## src/logic/lfs_pkg.sv

```systemverilog
package lfs_pkg;

  // ****************************************
  // Register map
  // ****************************************
  localparam int unsigned ADDR_W = 16;
  localparam logic [15:0] CFG_INDEX = 16'h0405;
  localparam logic [15:0] STAT_INDEX = 16'h0406;
  localparam logic [15:0] CFG_ADDR = {CFG_INDEX[13:0], 2'b00};
  localparam logic [15:0] STAT_ADDR = {STAT_INDEX[13:0], 2'b00};
  localparam int unsigned CFG_EN_BIT = 0;
  localparam int unsigned CFG_UNIDIR_BIT = 1;
  localparam logic [1:0] CFG_RESET = 2'h0;
  localparam logic [1:0] MODE_BIDIR = 2'h1;
  localparam logic [1:0] MODE_UNIDIR = 2'h3;
  localparam int unsigned STAT_LOCAL_BIT = 0;
  localparam int unsigned STAT_REMOTE_BIT = 1;
  localparam int unsigned STAT_STATE_LSB = 2;

  // ****************************************
  // Column coding
  // ****************************************
  localparam logic [7:0] SEQ_CHAR = 8'h9c;
  localparam logic [7:0] IDLE_CHAR = 8'h07;
  localparam logic [7:0] CODE_LOCAL = 8'h01;
  localparam logic [7:0] CODE_REMOTE = 8'h02;
  localparam logic [3:0] SEQ_CTRL = 4'h1;
  localparam logic [7:0] IDLE_CTRL = 8'hff;

  // ****************************************
  // Column counts
  // ****************************************
  localparam logic [7:0] FAULT_WIN = 8'h80;
  localparam logic [1:0] SEQ_LAST = 2'h3;

  // ****************************************
  // Types
  // ****************************************
  typedef struct packed {
    logic [63:0] data;
    logic [7:0] ctrl;
  } col_t;

  typedef enum logic [1:0] {
    FLT_OK = 2'h0,
    FLT_LOCAL = 2'h1,
    FLT_REMOTE = 2'h2
  } fault_t;

  typedef enum logic [1:0] {
    ST_COUNT = 2'b01,
    ST_FAULT = 2'b10
  } lf_state_t;

  localparam col_t IDLE_COL = '{data: {8{IDLE_CHAR}}, ctrl: IDLE_CTRL};
  localparam col_t REMOTE_COL = '{
    data: {2{CODE_REMOTE, 16'h0000, SEQ_CHAR}},
    ctrl: {2{SEQ_CTRL}}
  };

endpackage : lfs_pkg

```

## src/logic/link_fault_signaling_rs.sv

```systemverilog
// Design decision made here: the address-and-strobe port.
`timescale 1ns/10ps
`default_nettype none

module link_fault_signaling_rs
  import lfs_pkg::*;
#(
  parameter bit LF_GEN_EN = 1'b1,
  parameter int unsigned BUF_DEPTH = 2
)
(
  // Clock and reset
  input wire logic I_CORE_CLK,
  input wire logic I_RST,
  // Register port
  input wire logic [ADDR_W-1:0] I_REG_ADDR,
  input wire logic [31:0] I_REG_WDATA,
  input wire logic I_REG_WR,
  input wire logic I_REG_RD,
  output logic [31:0] O_REG_RDATA,
  // Receive columns from the PCS
  input wire col_t I_RX_COL,
  input wire logic I_RX_VALID,
  // Transmit columns from the MAC
  input wire col_t I_TX_COL,
  input wire logic I_TX_VALID,
  output logic O_TX_READY,
  // Transmit columns toward the PCS
  output col_t O_PCS_COL,
  output logic O_PCS_VALID,
  input wire logic I_PCS_READY,
  // Fault signaling outputs
  output logic O_LOCAL_FAULT,
  output logic O_REMOTE_FAULT,
  output logic O_UNIDIR_EN,
  output logic O_FAULT_GEN_EN
);

  initial
  begin
    if (BUF_DEPTH != 2)
      $error("link_fault_signaling_rs: BUF_DEPTH must be 2");
  end

  // ****************************************
  // Register decode
  // ****************************************
  logic [1:0] cfg_q;
  logic [31:0] rdata_q;
  logic local_q;
  logic remote_q;
  fault_t link_fault_q;
  lf_state_t state_q;

  wire cfg_sel = (I_REG_ADDR == CFG_ADDR);
  wire stat_sel = (I_REG_ADDR == STAT_ADDR);
  wire cfg_wr = I_REG_WR && cfg_sel;
  wire [31:0] cfg_word = {30'h0, cfg_q};
  wire [31:0] stat_word = {26'h0, link_fault_q, state_q, remote_q, local_q};
  wire [31:0] rd_mux = cfg_sel ? cfg_word : (stat_sel ? stat_word : 32'h0);

  always_ff @(posedge I_CORE_CLK or posedge I_RST)
  begin
    if (I_RST)
      cfg_q <= CFG_RESET;
    else if (cfg_wr)
      cfg_q <= I_REG_WDATA[1:0];
  end

  always_ff @(posedge I_CORE_CLK or posedge I_RST)
  begin
    if (I_RST)
      rdata_q <= 32'h0;
    else
      rdata_q <= I_REG_RD ? rd_mux : 32'h0;
  end

  assign O_REG_RDATA = rdata_q;

  // ****************************************
  // Receive column inspection
  // ****************************************
  // Lane 0 of each half holds the sequence char, lane 3 the code
  function automatic fault_t half_code(input logic [31:0] d, input logic [3:0] c);
    fault_t r;
    r = FLT_OK;
    if (c == SEQ_CTRL && d[7:0] == SEQ_CHAR && d[23:8] == 16'h0000)
    begin
      if (d[31:24] == CODE_LOCAL)
        r = FLT_LOCAL;
      else if (d[31:24] == CODE_REMOTE)
        r = FLT_REMOTE;
    end
    return r;
  endfunction : half_code

  wire fault_t code_lo = half_code(I_RX_COL.data[31:0], I_RX_COL.ctrl[3:0]);
  wire fault_t code_hi = half_code(I_RX_COL.data[63:32], I_RX_COL.ctrl[7:4]);
  wire fault_t seq_type = (code_lo != FLT_OK) ? code_lo : code_hi;
  wire seq_hit = I_RX_VALID && (seq_type != FLT_OK);
  wire good_col = I_RX_VALID && (seq_type == FLT_OK);

  // ****************************************
  // Link fault state machine
  // ****************************************
  logic [7:0] col_cnt_q;
  logic [7:0] col_cnt_d;
  logic [1:0] seq_cnt_q;
  logic [1:0] seq_cnt_d;
  fault_t last_seq_q;
  fault_t last_seq_d;
  fault_t link_fault_d;
  lf_state_t state_d;

  wire win_end = good_col && (col_cnt_q == FAULT_WIN - 8'h01);
  wire same_seq = (seq_type == last_seq_q) && (col_cnt_q < FAULT_WIN);

  always_comb
  begin
    state_d = state_q;
    col_cnt_d = col_cnt_q;
    seq_cnt_d = seq_cnt_q;
    last_seq_d = last_seq_q;
    link_fault_d = link_fault_q;
    if (good_col && col_cnt_q != FAULT_WIN)
      col_cnt_d = col_cnt_q + 8'h01;
    if (win_end)
    begin
      state_d = ST_COUNT;
      seq_cnt_d = 2'h0;
      last_seq_d = FLT_OK;
      link_fault_d = FLT_OK;
    end
    else if (seq_hit)
    begin
      col_cnt_d = 8'h00;
      case (state_q)
        ST_COUNT:
        begin
          if (same_seq && seq_cnt_q == SEQ_LAST)
          begin
            state_d = ST_FAULT;
            link_fault_d = seq_type;
            seq_cnt_d = 2'h0;
          end
          else if (same_seq)
            seq_cnt_d = seq_cnt_q + 2'h1;
          else
          begin
            last_seq_d = seq_type;
            seq_cnt_d = 2'h1;
          end
        end
        ST_FAULT:
        begin
          if (seq_type != link_fault_q)
          begin
            state_d = ST_COUNT;
            last_seq_d = seq_type;
            seq_cnt_d = 2'h1;
          end
        end
        default:
        begin
          state_d = ST_COUNT;
        end
      endcase
    end
  end

  always_ff @(posedge I_CORE_CLK or posedge I_RST)
  begin
    if (I_RST)
    begin
      state_q <= ST_COUNT;
      col_cnt_q <= 8'h00;
      seq_cnt_q <= 2'h0;
      last_seq_q <= FLT_OK;
      link_fault_q <= FLT_OK;
    end
    else
    begin
      state_q <= state_d;
      col_cnt_q <= col_cnt_d;
      seq_cnt_q <= seq_cnt_d;
      last_seq_q <= last_seq_d;
      link_fault_q <= link_fault_d;
    end
  end

  // ****************************************
  // Status flags
  // ****************************************
  wire set_local = seq_hit && (seq_type == FLT_LOCAL);
  wire set_remote = seq_hit && (seq_type == FLT_REMOTE);

  always_ff @(posedge I_CORE_CLK or posedge I_RST)
  begin
    if (I_RST)
    begin
      local_q <= 1'b0;
      remote_q <= 1'b0;
    end
    else
    begin
      local_q <= set_local || (local_q && !win_end);
      remote_q <= set_remote || (remote_q && !win_end);
    end
  end

  // ****************************************
  // Transmit column selection
  // ****************************************
  wire gen_on = cfg_q[CFG_EN_BIT];
  wire bidir = (cfg_q == MODE_BIDIR);
  wire unidir = (cfg_q == MODE_UNIDIR);
  wire tx_is_idle = (I_TX_COL == IDLE_COL);
  wire send_rf_bidir = bidir && (link_fault_q == FLT_LOCAL);
  wire send_idle = bidir && (link_fault_q == FLT_REMOTE);
  wire send_rf_gap = unidir && (link_fault_q == FLT_LOCAL) && tx_is_idle;
  wire col_t mux_col = (send_rf_bidir || send_rf_gap) ? REMOTE_COL :
                       (send_idle ? IDLE_COL : I_TX_COL);

  lfs_skid_fifo #(
    .WIDTH($bits(col_t)),
    .DEPTH(BUF_DEPTH)
  ) u_tx_buf (
    .i_clk(I_CORE_CLK),
    .i_rst(I_RST),
    .i_data(mux_col),
    .i_valid(I_TX_VALID),
    .o_ready(O_TX_READY),
    .o_data(O_PCS_COL),
    .o_valid(O_PCS_VALID),
    .i_ready(I_PCS_READY)
  );

  // ****************************************
  // Fault signaling outputs
  // ****************************************
  assign O_LOCAL_FAULT = LF_GEN_EN && local_q;
  assign O_REMOTE_FAULT = LF_GEN_EN && remote_q;
  assign O_UNIDIR_EN = LF_GEN_EN && cfg_q[CFG_UNIDIR_BIT];
  assign O_FAULT_GEN_EN = LF_GEN_EN && gen_on;
endmodule : link_fault_signaling_rs

`default_nettype wire

```

## src/logic/lfs_skid_fifo.sv

```systemverilog
`timescale 1ns/10ps
`default_nettype none

module lfs_skid_fifo
  import lfs_pkg::*;
#(
  parameter int unsigned WIDTH = 72,
  parameter int unsigned DEPTH = 2
)
(
  // Clock and reset
  input wire logic i_clk,
  input wire logic i_rst,
  // Filling side
  input wire logic [WIDTH-1:0] i_data,
  input wire logic i_valid,
  output logic o_ready,
  // Draining side
  output logic [WIDTH-1:0] o_data,
  output logic o_valid,
  input wire logic i_ready
);

  localparam int unsigned PW = (DEPTH > 1) ? $clog2(DEPTH) : 1;

  initial
  begin
    if (DEPTH < 2 || (DEPTH & (DEPTH - 1)) != 0)
      $error("lfs_skid_fifo: DEPTH must be a power of two, at least 2");
  end

  // ****************************************
  // Storage and pointers
  // ****************************************
  logic [WIDTH-1:0] mem_q [DEPTH];
  logic [PW-1:0] wr_ptr_q;
  logic [PW-1:0] rd_ptr_q;
  logic [PW:0] count_q;
  wire push = i_valid && o_ready;
  wire pop = o_valid && i_ready;

  assign o_ready = (count_q != (PW+1)'(DEPTH));
  assign o_valid = (count_q != '0);
  assign o_data = mem_q[rd_ptr_q];

  always_ff @(posedge i_clk)
  begin
    if (push)
      mem_q[wr_ptr_q] <= i_data;
  end

  always_ff @(posedge i_clk or posedge i_rst)
  begin
    if (i_rst)
    begin
      wr_ptr_q <= '0;
      rd_ptr_q <= '0;
      count_q <= '0;
    end
    else
    begin
      wr_ptr_q <= push ? wr_ptr_q + 1'b1 : wr_ptr_q;
      rd_ptr_q <= pop ? rd_ptr_q + 1'b1 : rd_ptr_q;
      count_q <= count_q + (PW+1)'(push) - (PW+1)'(pop);
    end
  end

endmodule : lfs_skid_fifo

`default_nettype wire

```

## config.mk

```make
export PLATFORM = sky130hd
export DESIGN_NAME = link_fault_signaling_rs
export DESIGN_NICKNAME = d
export VERILOG_FILES = /design/src/logic/lfs_pkg.sv /design/src/logic/link_fault_signaling_rs.sv /design/src/logic/lfs_skid_fifo.sv
export SDC_FILE = /design/constraint.sdc
export NUM_CORES = 1
export LEC_CHECK = 0
export BUFFER_PORTS_ARGS = -buffer_cell sky130_fd_sc_hd__buf_4
export CORE_ASPECT_RATIO = 0.8
export CORE_MARGIN = 1
export CORE_UTILIZATION = 53
export DETAILED_ROUTE_END_ITERATION = 8
export PLACE_DENSITY_LB_ADDON = 0.05
export SETUP_SLACK_MARGIN = 0.15
export SYNTH_ARGS = -nofsm -noshare
export SYNTH_HDL_FRONTEND = slang
export SYNTH_HIERARCHICAL = 1
export SYNTH_SLANG_ARGS = --single-unit
```

## constraint.sdc

```tcl
create_clock -name I_CORE_CLK -period 7.05 [get_ports I_CORE_CLK]
set_input_delay 1.41 -clock I_CORE_CLK [delete_from_list [all_inputs] [get_ports I_CORE_CLK]]
set_output_delay 1.41 -clock I_CORE_CLK [all_outputs]
set_load 0.05 [all_outputs]
```

# Word level (Yosys, flattened, before mapping)
# Memory sizes are Yosys's and may differ from the RTL's.
# Cells that the tools add are included.
[word_totals]
register_bits = 30
latch_bits = 0
ram_bits = 144
mem_bits_ro = 0
out_inout_bits = 110
memories = 1
[classes]
addsub = 6
n_mul = 0
div = 0
order_cmp = 1
eq_ne = 29
n_shift = 0
mux = 37
n_bitwise = 0
reduce_logical = 39
[memory_table]
columns = ["memory", "depth", "word_bits", "read_ports", "rd_ports_with_merged_regs", "write_ports", "line_no", "text"]
rows = [
  ["u_tx_buf.mem_q", 2, 72, 1, 0, 1, "lfs_skid_fifo.sv:35", "logic [WIDTH-1:0] mem_q [DEPTH];"],
]
[op_table]
columns = ["op", "n"]
rows = [
  ["72-bit 2-to-1 mux", 2],
  ["72-bit by 67-bit == test with 1-bit output (second input constant)", 1],
  ["2-bit 2-to-1 mux", 24],
  ["16-bit by 13-bit == test with 1-bit output (second input constant)", 2],
  ["16-bit zero test", 2],
  ["8-bit 2-to-1 mux", 3],
  ["1-bit logical AND", 21],
  ["6-bit 2-to-1 mux", 3],
  ["8-bit by 1-bit == test with 1-bit output (second input constant)", 2],
  ["8-bit by 2-bit == test with 1-bit output (second input constant)", 2],
  ["8-bit == test (second input constant)", 2],
  ["3-bit != test (second input constant)", 4],
  ["2-bit one-hot mux with 2 select lines", 3],
  ["2-bit nonzero test", 6],
  ["2-bit == test (second input constant)", 5],
  ["3-bit AND reduction", 3],
  ["8-bit by 1-bit adder with 8-bit output (second input constant)", 1],
  ["2-bit by 1-bit == test with 1-bit output (second input constant)", 4],
  ["4-bit by 1-bit == test with 1-bit output (second input constant)", 2],
  ["8-bit by 7-bit == test with 1-bit output (second input constant)", 1],
  ["8-bit < comparator (second input constant)", 1],
  ["8-bit != test (second input constant)", 1],
  ["5-bit AND reduction", 1],
  ["1-bit logical OR", 3],
  ["other kinds (11)", 13],
]

# Logic depth before layout (Yosys ltp)
[depth]
depth_word = 13
depth_mapped = 9
depth_no_buf = 8

# Hierarchy
# The synthesis kept the hierarchy.
[by_module_without_submodules]
columns = ["mod", "instances", "cells_per_inst", "area_per_inst_um2"]
rows = [
  ["lfs_skid_fifo", 1, 247, 5444.0],
  ["link_fault_signaling_rs", 1, 321, 2551.2],
]

# Worst setup path after synthesis
# No wires, ideal clock.
[synth_path]
kind = "input -> register"
from = "input port I_TX_VALID"
to = "memory u_tx_buf.mem_q[0][0], enable pin"
setup_ns = 0.503
t_arrival_ns = 4.511
slack_ns = 2.036
cell_stages = 2
n_path_buf = 0
cell_sequence = "nand2_1 > nor2_1"
[synth_via]
elab_chain_len = 3
[synth_lines]
columns = ["element", "line_no", "text"]
rows = [
  ["start: declaration", "link_fault_signaling_rs.sv:26", "input wire logic I_TX_VALID,"],
  ["1-bit logical AND", "lfs_skid_fifo.sv:39", "wire push = i_valid && o_ready;"],
  ["1-bit 2-to-1 mux", "lfs_skid_fifo.sv:48", "if (push)"],
  ["1-bit 2-to-1 mux (implied by the code)", "lfs_skid_fifo.sv:49", "mem_q[wr_ptr_q] <= i_data;"],
  ["end: declaration", "lfs_skid_fifo.sv:35", ""],
]
# No other way between the ends.

# Worst setup path after layout
[layout_path]
from = "input port I_RX_COL[41] (netlist name)"
to = "register link_fault_q[0]"
[layout_via]
elab_chain_len = 10
[layout_lines]
columns = ["element", "line_no", "text"]
rows = [
  ["start: declaration", "link_fault_signaling_rs.sv:22", "input wire col_t I_RX_COL,"],
  ["8-bit == test *", "link_fault_signaling_rs.sv:87", "if (c == SEQ_CTRL && d[7:0] == SEQ_CHAR && d[23:8] == 16'h0000)"],
  ["1-bit logical AND * (2 in a row)", "link_fault_signaling_rs.sv:87", ""],
  ["2-bit 2-to-1 mux *", "link_fault_signaling_rs.sv:87", ""],
  ["2-bit 2-to-1 mux *", "link_fault_signaling_rs.sv:99", "wire fault_t seq_type = (code_lo != FLT_OK) ? code_lo : code_hi;"],
  ["2-bit == test or 2-bit zero test (tied branches)", "link_fault_signaling_rs.sv:116, link_fault_signaling_rs.sv:101", ""],
  ["1-bit logical AND, on equally long branches", "link_fault_signaling_rs.sv:116, link_fault_signaling_rs.sv:101", ""],
  ["1-bit logical AND, on equally long branches", "link_fault_signaling_rs.sv:140, link_fault_signaling_rs.sv:115", ""],
  ["2-bit nonzero test (no source line)", "-", ""],
  ["3-bit AND reduction (no source line)", "-", ""],
  ["end signal: assignment", "link_fault_signaling_rs.sv:187", "link_fault_q <= link_fault_d;"],
  ["end: declaration", "link_fault_signaling_rs.sv:52", "fault_t link_fault_q;"],
]
# Every way passes the cells marked *; elsewhere a longest branch is shown, timed or not. The select of a mux whose other input is x is not followed.
# A chain may end at the register's enable or synchronous reset.

==> qor.txt <==
Post-Route Utilization: 0.725
placer congestion estimate: 0.861
Synth Register Bits: 174
post-layout net count: 1022
slew margin rel.: 0.286
fin crit share: 0.580
Mean Syn Cell Area: 14.1 sq um
top_reg_cell synth: edfxtp_1
DRC: 0
Crit Path Class: primary input to flip-flop
HPWL after DPL: 13700 um
post-synth top area share: 0.541
Yosys top cell by area: edfxtp_1
worst path arrival time: 4.36 ns
Post-Place Cells: 984
die footprint: 15600 sq um
Resized Gates After CTS: 0
Max Cap Viol: 0
worst slack, placed: 2.53 ns
worst hold slack: 0.541 ns
Die Height: 112 um
worst min-delay path class: flip-flop to flip-flop
Final Hold Viols: 0
Post-CTS Setup Repair Bufs: 0
TritonCTS clock tree: done
crit-path max cell delay: 0.80 ns
r2r startpoint: u_tx_buf/count_q[0]
minimum clock period: 4.09 ns
port bufs: 252
layout cells sized above 1: 0.453
Post-Synthesis Cells: 568
Slew Limit Fails: 0
delay-heaviest family, CP: simple AND/OR/NAND/NOR gates
Final Cell Area: 10500 sq um
R2R cell count: 4
final worst slack: 2.96 ns
RSZ-0062 raised after global routing: false
clk sinks: 174
final setup fails: 0
Highest Clock Rate: 0.245 GHz
hold depth: 2
outcome: complete, no violations
DR iter-0 viols: 423
hold_sp: O_REMOTE_FAULT
Final TNS setup: 0 ns
EDFF count, synth: 144
hold buffer count at CTS: 0
largest net degree at the start of global routing: 74
wire per inst: 19.6 um
r2r endpoint: u_tx_buf/mem_q[0][27]
Seq/Total Area, Yosys: 0.635
H-Tree Depth: 4
via density per instance: 5.59
crit path capture type: flip-flop
highest-count cells in the layout ignoring fill and taps: buf_4 (256), edfxtp_1 (144), mux2_2 (74)
worst-path maximum fanout: 11
Final ANT Viol Nets: 0
yosys warns: 6
Cell variety after synth: 53
vias in the first global route: 5832
# IOs: 309
grt total ovfl: 0
clk_skew: 0.0104 ns
Clock transition at path regs: 0.07 ns
placed inst area: 9930 sq um
starting density of the core: 0.552
total CTS buffers: 17
Buf/Inv on CP: 1
Critical Path RT: 7.32 ns
GRT Overall Usage: 0.265
clk buf depth: 2
setup slack, reg-to-reg: 4.86 ns
Cell Pwr Density: 388 nW/um^2
first-pass GRT wire length: 31300 um
via count: 5681
fin cells: 1016
antenna cells: 0
die width: 139 um
LEAKAGE: 4.29 nW
CP cell instances: buf_4, nor4bb_1, nand4_1, or3_1, a31oi_1, nand3b_1, nor4_4, a21oi_2, mux2i_1
worst skew pair latency: 0.41 ns
Post-Syn Area: 8000 sq um
Pre-antenna DRT Iters: 6
antenna violations before repair: 0
FP Rows: 39
Worst Hold Endpoint: O_REMOTE_FAULT
VDD IR max: 0.409 mV
slowest CP cell: a31oi_1
Synth area leaders: edfxtp_1 (54%), mux2_2 (10%), dfrtp_1 (9.1%)
share of synthesized registers carrying an async set or reset: 0.172
CTS root buf: clkbuf_16
core box area: 14500 sq um
final WL: 20000 um
Setup crit start kind: primary input
leading cell type in the layout, fill and taps excluded: buf_4
Area Growth Syn to Fin: 31.5%
worst-margin pin slew: 1.07 ns
Power, Total: 4.08 mW
-- logic make-up (layout without fill, tap and decap cells) --
family,count (synthesis),in the layout,synth area share
AO/OA/AOI/OAI,56,56,0.0520
XOR/XNOR,10,10,0.0110
adder cells (fa/ha/maj),4,4,0.00626
buffers and inverters,60,299,0.0474
flip-flops,174,174,0.635
multiplexers,79,79,0.110
other,1,26,0.000469
AND/OR/NAND/NOR,184,184,0.138
-- how the worst max path moves through the flow --
stage | start | to | slack (ns) | depth (start not counted)
4_1_cts | I_RX_COL[70] | link_fault_q[0] | 2.98 | 9
3_3_place_gp | I_RX_COL[41] | link_fault_q[1] | 2.62 | 9
2_1_floorplan | I_TX_VALID | u_tx_buf/mem_q[0][0] | 2.04 | 2
5_1_grt | I_RX_COL[49] | link_fault_q[0] | 2.69 | 9
6_report | I_RX_COL[41] | link_fault_q[0] | 2.96 | 9
3_5_place_dp | I_RX_COL[70] | link_fault_q[0] | 2.53 | 9
-- tightest hold or removal path: cells and delay by family (launching register included) --
kind / cells / cell delay (ns)
AND/OR/NAND/NOR: 1 / 0.05
flip-flops: 1 / 0.37
AO/OA/AOI/OAI: 1 / 0.08
-- cells in the mapped netlist (all sizes together), types with 12 or more instances --
library cell  count
and3             35
nor2             21
nor4b            12
nand2            31
o21a             26
dfrtp            29
buf              34
edfxtp          144
clkbuf           15
mux2             74
nor4             19
nand4            14
-- cell type report --
| class | count | area [sq um] |
|---|---|---|
| Sequential cell | 174 | 5080 |
| Fill cell | 1012 | 3980 |
| Multi-Input combinational cell | 359 | 2650 |
| Timing Repair Buffer | 256 | 1920 |
| Clock buffer | 17 | 425 |
| Tap cell | 184 | 230 |
| Clock inverter | 15 | 160 |
| Inverter | 11 | 41.3 |
-- per-layer routing --
metal,wire length [um],part of all wire,global-route usage,vias to the layer above
li1,-,-,-,2628
met4,416,0.021,0.0881,0
met3,1400,0.070,0.0697,33
met5,0,0,0,-
met1,8320,0.42,0.345,2789
met2,9830,0.49,0.432,231
-- sequential cells by signal, summed over array words and instances, names as in the netlist --
register / count
u_tx_buf/wr_ptr_q: 1
u_tx_buf/count_q: 2
O_REG_RDATA: 6
link_fault_q: 2
col_cnt_q: 8
u_tx_buf/rd_ptr_q: 1
last_seq_q: 2
u_tx_buf/mem_q: 144
state_q: 2
cfg_q: 2
O_LOCAL_FAULT: 1
O_REMOTE_FAULT: 1
seq_cnt_q: 2
-- report_power, final --
part	total, mW	switching, mW	internal (mW)
registers	1.54	0.165	1.38
logic	1.61	1.06	0.557
clock network	0.925	0.398	0.527
total	4.08	1.62	2.46
Power figures use the tool's default switching activity.
